$ cat src/pics_pkg.sv
package pics_pkg;
    // =========================================================
    // Direct register selects
    localparam logic [3:0] SEL_PLANE_MASK = 4'h2;
    localparam logic [3:0] SEL_COLOUR_WPTR = 4'h4;
    localparam logic [3:0] SEL_COLOUR_PORT = 4'h5;
    localparam logic [3:0] SEL_COLOUR_RPTR = 4'h7;
    localparam logic [3:0] SEL_INDEX_ADDR = 4'h0;
    localparam logic [3:0] SEL_INDEX_DATA = 4'ha;
    // =========================================================
    // Indexed registers
    localparam logic [7:0] IDX_CLOCK_SOURCE = 8'h1a;
    localparam logic [7:0] IDX_LOOKUP_PAGE = 8'h1c;
    // =========================================================
    // Reset values
    localparam logic [7:0] RST_PLANE_MASK = 8'hff;
    localparam logic [7:0] RST_CLOCK_SOURCE = 8'h07;
    localparam logic [7:0] RST_LOOKUP_PAGE = 8'h00;
    // =========================================================
    // Dot clock source codes
    localparam logic [3:0] CSRC_PRI_LATCH = 4'h0;
    localparam logic [3:0] CSRC_SYNTH = 4'h5;
    localparam logic [3:0] CSRC_STOP = 4'h6;
    localparam logic [3:0] CSRC_PRI_PRI = 4'h7;
    // =========================================================
    // Plane count codes
    localparam logic [1:0] PLANES_8 = 2'h0;
    localparam logic [1:0] PLANES_4 = 2'h1;
    localparam logic [1:0] PLANES_2 = 2'h2;
    localparam logic [1:0] PLANES_1 = 2'h3;
    // =========================================================
    // Clock path output selects
    typedef enum logic [1:0] {
        DCLK_STOP = 2'h0,
        DCLK_PRIMARY = 2'h1,
        DCLK_SYNTH = 2'h2
    } pics_dclk_t;
endpackage

$ cat src/pics_addr_form.sv
`timescale 1ns/1ns
module pics_addr_form
    import pics_pkg::*;
(
    input wire logic [7:0] pixel_i, // Pixel-derived address
    input wire logic [7:0] mask_i, // Plane mask
    input wire logic [7:0] page_i, // Page register
    input wire logic [1:0] planes_i, // Plane count code
    input wire logic masked_i, // Mask applies (pseudo/VGA)
    output logic [7:0] addr_o // Palette address
);
    // =========================================================
    // Mask first, then page bits
    logic [7:0] masked;
    logic [7:0] keep;
    assign masked = masked_i ? (pixel_i & mask_i) : pixel_i;
    assign keep = (planes_i == PLANES_4) ? 8'h0f :
                  (planes_i == PLANES_2) ? 8'h3f :
                  (planes_i == PLANES_1) ? 8'h7f : 8'hff;
    assign addr_o = (masked & keep) | (page_i & ~keep);
endmodule // pics_addr_form

$ cat src/pics_colour_bank.sv
`timescale 1ns/1ns
module pics_colour_bank
    import pics_pkg::*;
(
    input wire logic clk_i, // Clock
    input wire logic rst_i, // Async reset
    input wire logic ce_i, // Clock enable
    input wire logic ptr_wr_i, // Pointer written
    input wire logic [1:0] ptr_val_i, // New pointer
    input wire logic data_wr_i, // Data port write
    input wire logic data_rd_i, // Data port read
    input wire logic [7:0] wdata_i, // Write byte
    output logic [7:0] rdata_o, // Current read byte
    output logic [1:0] ptr_o, // Current colour pointer
    output logic [95:0] colours_o // Four 24-bit colours
);
    // =========================================================
    // Byte phase 0..2 = red, green, blue
    logic [1:0] phase_reg;
    logic [1:0] ptr_reg;
    logic [23:0] col_reg [4];
    logic step;
    // Top bit of the byte lane for a phase: red 23, green 15, blue 7
    function automatic logic [4:0] byte_top(input logic [1:0] ph);
        return 5'd23 - {ph, 3'b000};
    endfunction
    assign step = (data_wr_i | data_rd_i) && phase_reg == 2'h2;
    assign rdata_o = col_reg[ptr_reg][byte_top(phase_reg) -: 8];
    assign ptr_o = ptr_reg;
    assign colours_o = {col_reg[3], col_reg[2], col_reg[1], col_reg[0]};
    always_ff @(posedge clk_i or posedge rst_i) begin
        if (rst_i) begin
            phase_reg <= 2'h0;
            ptr_reg <= 2'h0;
            for (int i = 0; i < 4; i++) col_reg[i] <= 24'h0;
        end else if (ce_i) begin
            if (ptr_wr_i) begin
                ptr_reg <= ptr_val_i;
                phase_reg <= 2'h0;
            end else if (data_wr_i | data_rd_i) begin
                if (data_wr_i)
                    col_reg[ptr_reg][byte_top(phase_reg) -: 8] <= wdata_i;
                phase_reg <= step ? 2'h0 : phase_reg + 2'h1;
                if (step) ptr_reg <= ptr_reg + 2'h1;
            end
        end
    end
endmodule // pics_colour_bank

$ cat src/pics_regs.sv
`timescale 1ns/1ns
// Functional notes
// - Mask ANDs pixel address bits
// - Zero mask bit blocks plane
// - Page bits inserted after masking
// - Few planes take upper bits from page
// - Narrow overlay filled from page
// - Write pointer picks colour register
// - Colours loaded red, green, blue bytes
// - Pointer advances after blue write
// - Read pointer, three reads, then advance
// - Pointer wraps through four colours
// - Twelve accesses cover all colours
// - Clock source resets to 0x07
// - Code 111 latches port on primary
// - Code 000 latches port on latch clock
// - Code 0101 selects synthesizer clock
// - Code 0110 stops dot clock
module pics_regs
    import pics_pkg::*;
(
    input wire logic MCLK_I, // Clock
    input wire logic RST_I, // Async reset, high
    input wire logic CE_I, // Clock enable
    input wire logic [3:0] SEL_I, // Direct register select pins
    input wire logic WR_I, // Write strobe (async pin)
    input wire logic RD_I, // Read strobe (async pin)
    input wire logic [7:0] WDATA_I, // Write data
    input wire logic [7:0] PIXEL_I, // Pixel-derived address
    input wire logic [1:0] PLANES_I, // Plane count code
    input wire logic MASK_EN_I, // Pseudo-color or VGA mode
    input wire logic LATCH_SEL_I, // Legacy port latch select
    output logic [7:0] RDATA_O, // Read data
    output logic [7:0] PAL_ADDR_O, // Palette address
    output logic [95:0] COLOURS_O, // Overscan and cursor colours
    output logic [1:0] DCLK_SEL_O, // Dot clock source
    output logic LATCH_ON_LATCH_CLOCK_INPUT_O, // Latch port on latch clock
    output logic SYS_BLANK_SEL_O // Use system blank input
);
    // =========================================================
    // Strobe synchronisers and edge detect
    logic [1:0] wr_sync_reg, rd_sync_reg;
    logic wr_d_reg, rd_d_reg;
    logic wr_p, rd_p;
    always_ff @(posedge MCLK_I or posedge RST_I) begin
        if (RST_I) begin
            wr_sync_reg <= 2'h0;
            rd_sync_reg <= 2'h0;
            wr_d_reg <= 1'b0;
            rd_d_reg <= 1'b0;
        end else if (CE_I) begin
            wr_sync_reg <= {wr_sync_reg[0], WR_I};
            rd_sync_reg <= {rd_sync_reg[0], RD_I};
            wr_d_reg <= wr_sync_reg[1];
            rd_d_reg <= rd_sync_reg[1];
        end
    end
    assign wr_p = wr_sync_reg[1] & ~wr_d_reg;
    // Read advances on strobe end so the byte held stays valid meanwhile
    assign rd_p = ~rd_sync_reg[1] & rd_d_reg;
    // =========================================================
    // Register decode
    logic [7:0] mask_reg, page_reg, index_reg, csrc_reg;
    logic [3:0] sel;
    assign sel = SEL_I;
    logic wr_mask, wr_wptr, wr_rptr, wr_port, rd_port, wr_idx, wr_ind;
    assign wr_mask = wr_p && sel == SEL_PLANE_MASK;
    assign wr_wptr = wr_p && sel == SEL_COLOUR_WPTR;
    assign wr_rptr = wr_p && sel == SEL_COLOUR_RPTR;
    assign wr_port = wr_p && sel == SEL_COLOUR_PORT;
    assign rd_port = rd_p && sel == SEL_COLOUR_PORT;
    assign wr_idx = wr_p && sel == SEL_INDEX_ADDR;
    assign wr_ind = wr_p && sel == SEL_INDEX_DATA;
    logic [7:0] wptr_reg, rptr_reg;
    always_ff @(posedge MCLK_I or posedge RST_I) begin
        if (RST_I) begin
            mask_reg <= RST_PLANE_MASK;
            page_reg <= RST_LOOKUP_PAGE;
            index_reg <= 8'h00;
            csrc_reg <= RST_CLOCK_SOURCE;
            wptr_reg <= 8'h00;
            rptr_reg <= 8'h00;
        end else if (CE_I) begin
            if (wr_mask) mask_reg <= WDATA_I;
            if (wr_idx) index_reg <= WDATA_I;
            if (wr_wptr) wptr_reg <= WDATA_I;
            if (wr_rptr) rptr_reg <= WDATA_I;
            if (wr_ind && index_reg == IDX_LOOKUP_PAGE) page_reg <= WDATA_I;
            if (wr_ind && index_reg == IDX_CLOCK_SOURCE) csrc_reg <= WDATA_I;
        end
    end
    // =========================================================
    // Colour bank
    logic [7:0] col_byte;
    logic [1:0] col_ptr;
    logic [95:0] colours;
    pics_colour_bank u_bank (
        .clk_i(MCLK_I),
        .rst_i(RST_I),
        .ce_i(CE_I),
        .ptr_wr_i(wr_wptr | wr_rptr),
        .ptr_val_i(WDATA_I[1:0]),
        .data_wr_i(wr_port),
        .data_rd_i(rd_port),
        .wdata_i(WDATA_I),
        .rdata_o(col_byte),
        .ptr_o(col_ptr),
        .colours_o(colours)
    );
    // =========================================================
    // Palette address
    logic [7:0] pal_addr;
    pics_addr_form u_addr (
        .pixel_i(PIXEL_I),
        .mask_i(mask_reg),
        .page_i(page_reg),
        .planes_i(PLANES_I),
        .masked_i(MASK_EN_I),
        .addr_o(pal_addr)
    );
    // =========================================================
    // Dot clock source; reserved codes hold the last valid choice
    logic [3:0] code;
    logic valid_code;
    assign code = csrc_reg[3:0];
    assign valid_code = code == CSRC_PRI_LATCH || code == CSRC_PRI_PRI ||
                        code == CSRC_SYNTH || code == CSRC_STOP;
    pics_dclk_t dclk_next;
    assign dclk_next = (code == CSRC_SYNTH) ? DCLK_SYNTH :
                       (code == CSRC_STOP) ? DCLK_STOP :
                       DCLK_PRIMARY;
    // Codes 000 and 111 set the latch select; codes 0101 and 0110 follow LATCH_SEL_I as given
    logic latch_clock_input_next;
    assign latch_clock_input_next = (code == CSRC_PRI_LATCH) ? 1'b1 :
                       (code == CSRC_PRI_PRI) ? 1'b0 :
                       LATCH_SEL_I;
    logic [7:0] rdata_next;
    assign rdata_next = (sel == SEL_PLANE_MASK) ? mask_reg :
                        (sel == SEL_COLOUR_WPTR) ? wptr_reg :
                        (sel == SEL_COLOUR_RPTR) ? rptr_reg :
                        (sel == SEL_COLOUR_PORT) ? col_byte :
                        (sel == SEL_INDEX_ADDR) ? index_reg :
                        (sel == SEL_INDEX_DATA) ?
                            ((index_reg == IDX_LOOKUP_PAGE) ? page_reg :
                             (index_reg == IDX_CLOCK_SOURCE) ? csrc_reg :
                             8'h00) : 8'h00;
    // =========================================================
    // Output flops
    always_ff @(posedge MCLK_I or posedge RST_I) begin
        if (RST_I) begin
            RDATA_O <= 8'h00;
            PAL_ADDR_O <= 8'h00;
            COLOURS_O <= 96'h0;
            DCLK_SEL_O <= DCLK_PRIMARY;
            LATCH_ON_LATCH_CLOCK_INPUT_O <= 1'b0;
            SYS_BLANK_SEL_O <= 1'b0;
        end else if (CE_I) begin
            RDATA_O <= rdata_next;
            PAL_ADDR_O <= pal_addr;
            COLOURS_O <= colours;
            if (valid_code) begin
                DCLK_SEL_O <= dclk_next;
                LATCH_ON_LATCH_CLOCK_INPUT_O <= latch_clock_input_next;
                SYS_BLANK_SEL_O <= latch_clock_input_next;
            end
        end
    end
endmodule // pics_regs

$ cat config.mk
export PLATFORM = sky130hd
export DESIGN_NAME = pics_regs
export DESIGN_NICKNAME = d
export VERILOG_FILES = /design/src/pics_pkg.sv /design/src/pics_addr_form.sv /design/src/pics_colour_bank.sv /design/src/pics_regs.sv
export SDC_FILE = /design/constraint.sdc
export NUM_CORES = 1
export LEC_CHECK = 0
export ABC_AREA = 1
export BUFFER_PORTS_ARGS = -buffer_cell sky130_fd_sc_hd__buf_4
export CORE_UTILIZATION = 50
export DETAILED_ROUTE_END_ITERATION = 12
export MAX_ROUTING_LAYER = met4
export PLACE_DENSITY = 0.79
export SLEW_MARGIN = 20
export SYNTH_ARGS = -nofsm -noshare
export SYNTH_HDL_FRONTEND = slang
export SYNTH_SLANG_ARGS = --single-unit
$ cat constraint.sdc
create_clock -name MCLK_I -period 21.9 [get_ports MCLK_I]
set_input_delay 1.095 -clock MCLK_I [delete_from_list [all_inputs] [get_ports MCLK_I]]
set_output_delay 1.095 -clock MCLK_I [all_outputs]
set_load 0.05 [all_outputs]
==> flow_summary.ini <==
[global_routing]
antenna_found_initial = 0
grt_remaining_overflow = 0
grt_start_max_net_pins = 155
grt_pass1_vias = 9519
track_usage_pct = 26.74
grt_pass1_wl_mm = 49.77

[setup_path]
worst-path-stages = 4
crit_path_max_fanout = 154
cp_slowest_cell = buf_4
startpoint_type = primary input
required_ns = 22.49
critical_path_class = in -> async
endpoint_kind = async pin
regToRegSetupSlack_ns = 19.32
cp_common_cell = buf_4
crit_family = buffers and inverters
reg2reg_to = RDATA_O[2]$_DFFE_PP0P_
timing.rr.start = u_bank.phase_reg[0]$_DFFE_PP0P_
path_buf_inv = 4
max_stage_delay_ns = 0.75
crit_chain = buf_4 > clkinv_8 > buf_4 > buf_4
crit_arrival_ns = 3.34
rr_worst_depth = 10

[logic_synthesis]
synth_edf_count = 0
ys.flop_type = dfrtp_1
syn_inst = 1440
ys_warn_count = 0
synth.distinct_cells = 35
ys_seq_area_share_pct = 55.65
syn_nets = 1478
synth.cell_area_sq_um = 12120
synth-seq-cells = 269
avgSynthCellArea_sq_um = 8.419
async_reset_ff_share_pct = 100.0

[finish]
fill_cells = 2052
finish.net_count = 1584
postLayoutCoreUtil_pct = 60.45
diodes = 0
design_area_sq_um = 14270
area_delta_synth_final_pct = 17.74
drive_above_1_share_pct = 15.79

[clock_tree]
cts_resized = 0
clkTransAtPathRegs_ns = 0.06
cts_made_buffers = 27
cts_tree = built
holdBufCountCts = 0
cts_root_buf = clkbuf_16
h-tree-depth = 1
cts_setup_buffers = 0
cts_sinks = 269
clockBufferDepth = 3
clock_latency_ns = 0.53

[sta]
max_freq_ghz = 0.3640
skew_ns = 0.009487
rsz0062_at_grt = no
finalSetupViolations = 0
hold_viol_final = 0
setup_tns_ns = 0
fin_crit_sh_pct = 12.55
fin_hold_ws_ns = 0.4787
drv_slew = 0
slew_headroom_pct = 31.14
period_needed_ns = 2.747
tightest_slew_ns = 1.033

[detailed_routing]
first_pass_iters = 5
via_per_inst = 5.297
drtIter0Drc = 816
ant_nets = 0
wl_per_cell_microns = 16.66
drt-total-wl_mm = 31.37
drc = 0
vias = 9974

[floorplanning]
std_cell_rows = 56
io_pins = 145
coreArea_sq_um = 23610
die_area_sq_um = 24870
die_h_microns = 157.7
start_util_pct = 51.34
dieWidth_microns = 157.7

[power]
p_total_mw = 1.431
leakage_nw = 6.919
vdd_drop_max_v = 0.00005918
cellPowerDensity_nw_per_um2 = 100.2

[worst_hold_path]
min_delay_path_depth = 2
whs_endpoint = page_reg[0]$_DFFE_PP0P_
hp-class = reg -> reg
hold_start = page_reg[0]$_DFFE_PP0P_

[run_status]
outcome = complete, no violations

[placement]
port_buffers = 144
dp_hpwl_mm = 21.06
place_congestion = 0.9637
place_area_sq_um = 13280

[flow_run]
max-cap-violations = 0
worst max path at each step:
stage,start,endpoint,slack (ns)
2_1_floorplan,RST_I,COLOURS_O[0]$_DFFE_PP0P_,13.41
3_3_place_gp,RST_I,COLOURS_O[53]$_DFFE_PP0P_,18.37
3_5_place_dp,RST_I,PAL_ADDR_O[7]$_DFFE_PP0P_,18.32
4_1_cts,RST_I,COLOURS_O[52]$_DFFE_PP0P_,18.88
5_1_grt,RST_I,RDATA_O[7]$_DFFE_PP0P_,18.82
6_report,RST_I,u_bank.colours_o[66]$_DFFE_PP0P_,19.15
placed cells by master, fill, tap and decap left out, types with 2 or more instances in the layout:
cell	n
dfrtp_1	256
nand3_4	2
ha_1	9
o21ai_0	226
nor2_1	50
or2_2	7
a21oi_1	22
clkinv_2	5
inv_2	4
o31ai_1	16
nand3_1	62
clkinv_1	2
nand2_4	3
dfstp_2	12
nand3b_1	7
nor2_2	4
clkbuf_1	2
bufinv_16	6
o211ai_1	19
nor2_4	11
buf_4	149
clkbuf_8	7
nand2_1	472
o21ai_1	5
clkbuf_16	27
nand4_1	16
inv_1	151
logic make-up after synthesis:
group                    after synthesis  share of synthesized area (%)
flip-flops                           269                          55.65
adder cells (fa/ha/maj)                9                         0.9289
buffers and inverters                231                          7.957
AND/OR/NAND/NOR                      640                          22.61
multiplexers                           1                        0.09288
AO/OA/AOI/OAI                        290                          12.76
layer usage:
metal	share of wire [%]	vias up	track usage, %
met2	47	335	41.28
met1	44	4756	35.63
li1	-	4791	-
met5	0	-	-
met3	5.7	92	3.175
met4	4.0	0	11.79
per-stage QoR:
stage,instances,setup slack [ns]
after floorplan,1440,13.41
after global placement,1836,18.37
after detailed placement,1836,18.32
after CTS,1883,18.88
after global routing,1883,18.82
final,1883,19.15
report_power, final:
group	internal, mW	total, mW	leakage [nW]	switching, mW
sequential	0.539	0.562	2.99	0.0236
clock	0.318	0.510	0.490	0.191
combinational	0.0899	0.359	3.44	0.269
area by class of cell:
| type | instances | area (sq um) | share of cell area, % |
|---|---|---|---|
| repair buffers | 149 | 1119 | 7.837 |
| flip-flops and latches | 269 | 6748 | 47.27 |
| inverters | 159 | 611.8 | 4.286 |
| multi-input cells | 940 | 4412 | 30.91 |
| clock inverters | 11 | 205.2 | 1.438 |
| well taps | 319 | 399.1 | 2.796 |
| clock buffers | 36 | 779.5 | 5.461 |
Yosys cell counts, types with 2 or more instances:
library cell	instances	area, sq um
a21oi_1	22	110.1
buf_1	6	22.52
buf_2	15	75.07
buf_4	3	22.52
buf_6	9	101.4
clkbuf_1	39	146.4
clkinv_1	3	11.26
dfrtp_1	257	6431
dfstp_2	12	315.3
ha_1	9	112.6
inv_1	153	574.3
inv_2	3	11.26
nand2_1	472	1772
nand2_4	3	33.78
nand3_1	62	310.3
nand3_4	2	35.03
nand3b_1	7	52.55
nand4_1	16	100.1
nor2_1	50	187.7
nor2_2	4	25.02
nor2_4	11	123.9
o211ai_1	19	142.6
o21ai_0	226	1131
o21ai_1	5	25.02
o31ai_1	16	120.1
or2_2	7	43.79
worst register-to-register path: cells and delay by family (launching register included):
kind          cells  cell delay [ns]
fa+ha+maj         1             0.36
buf+inv           3             0.46
flops             1             0.43
simple gates      6             1.21
Power figures use the tool's default switching activity.
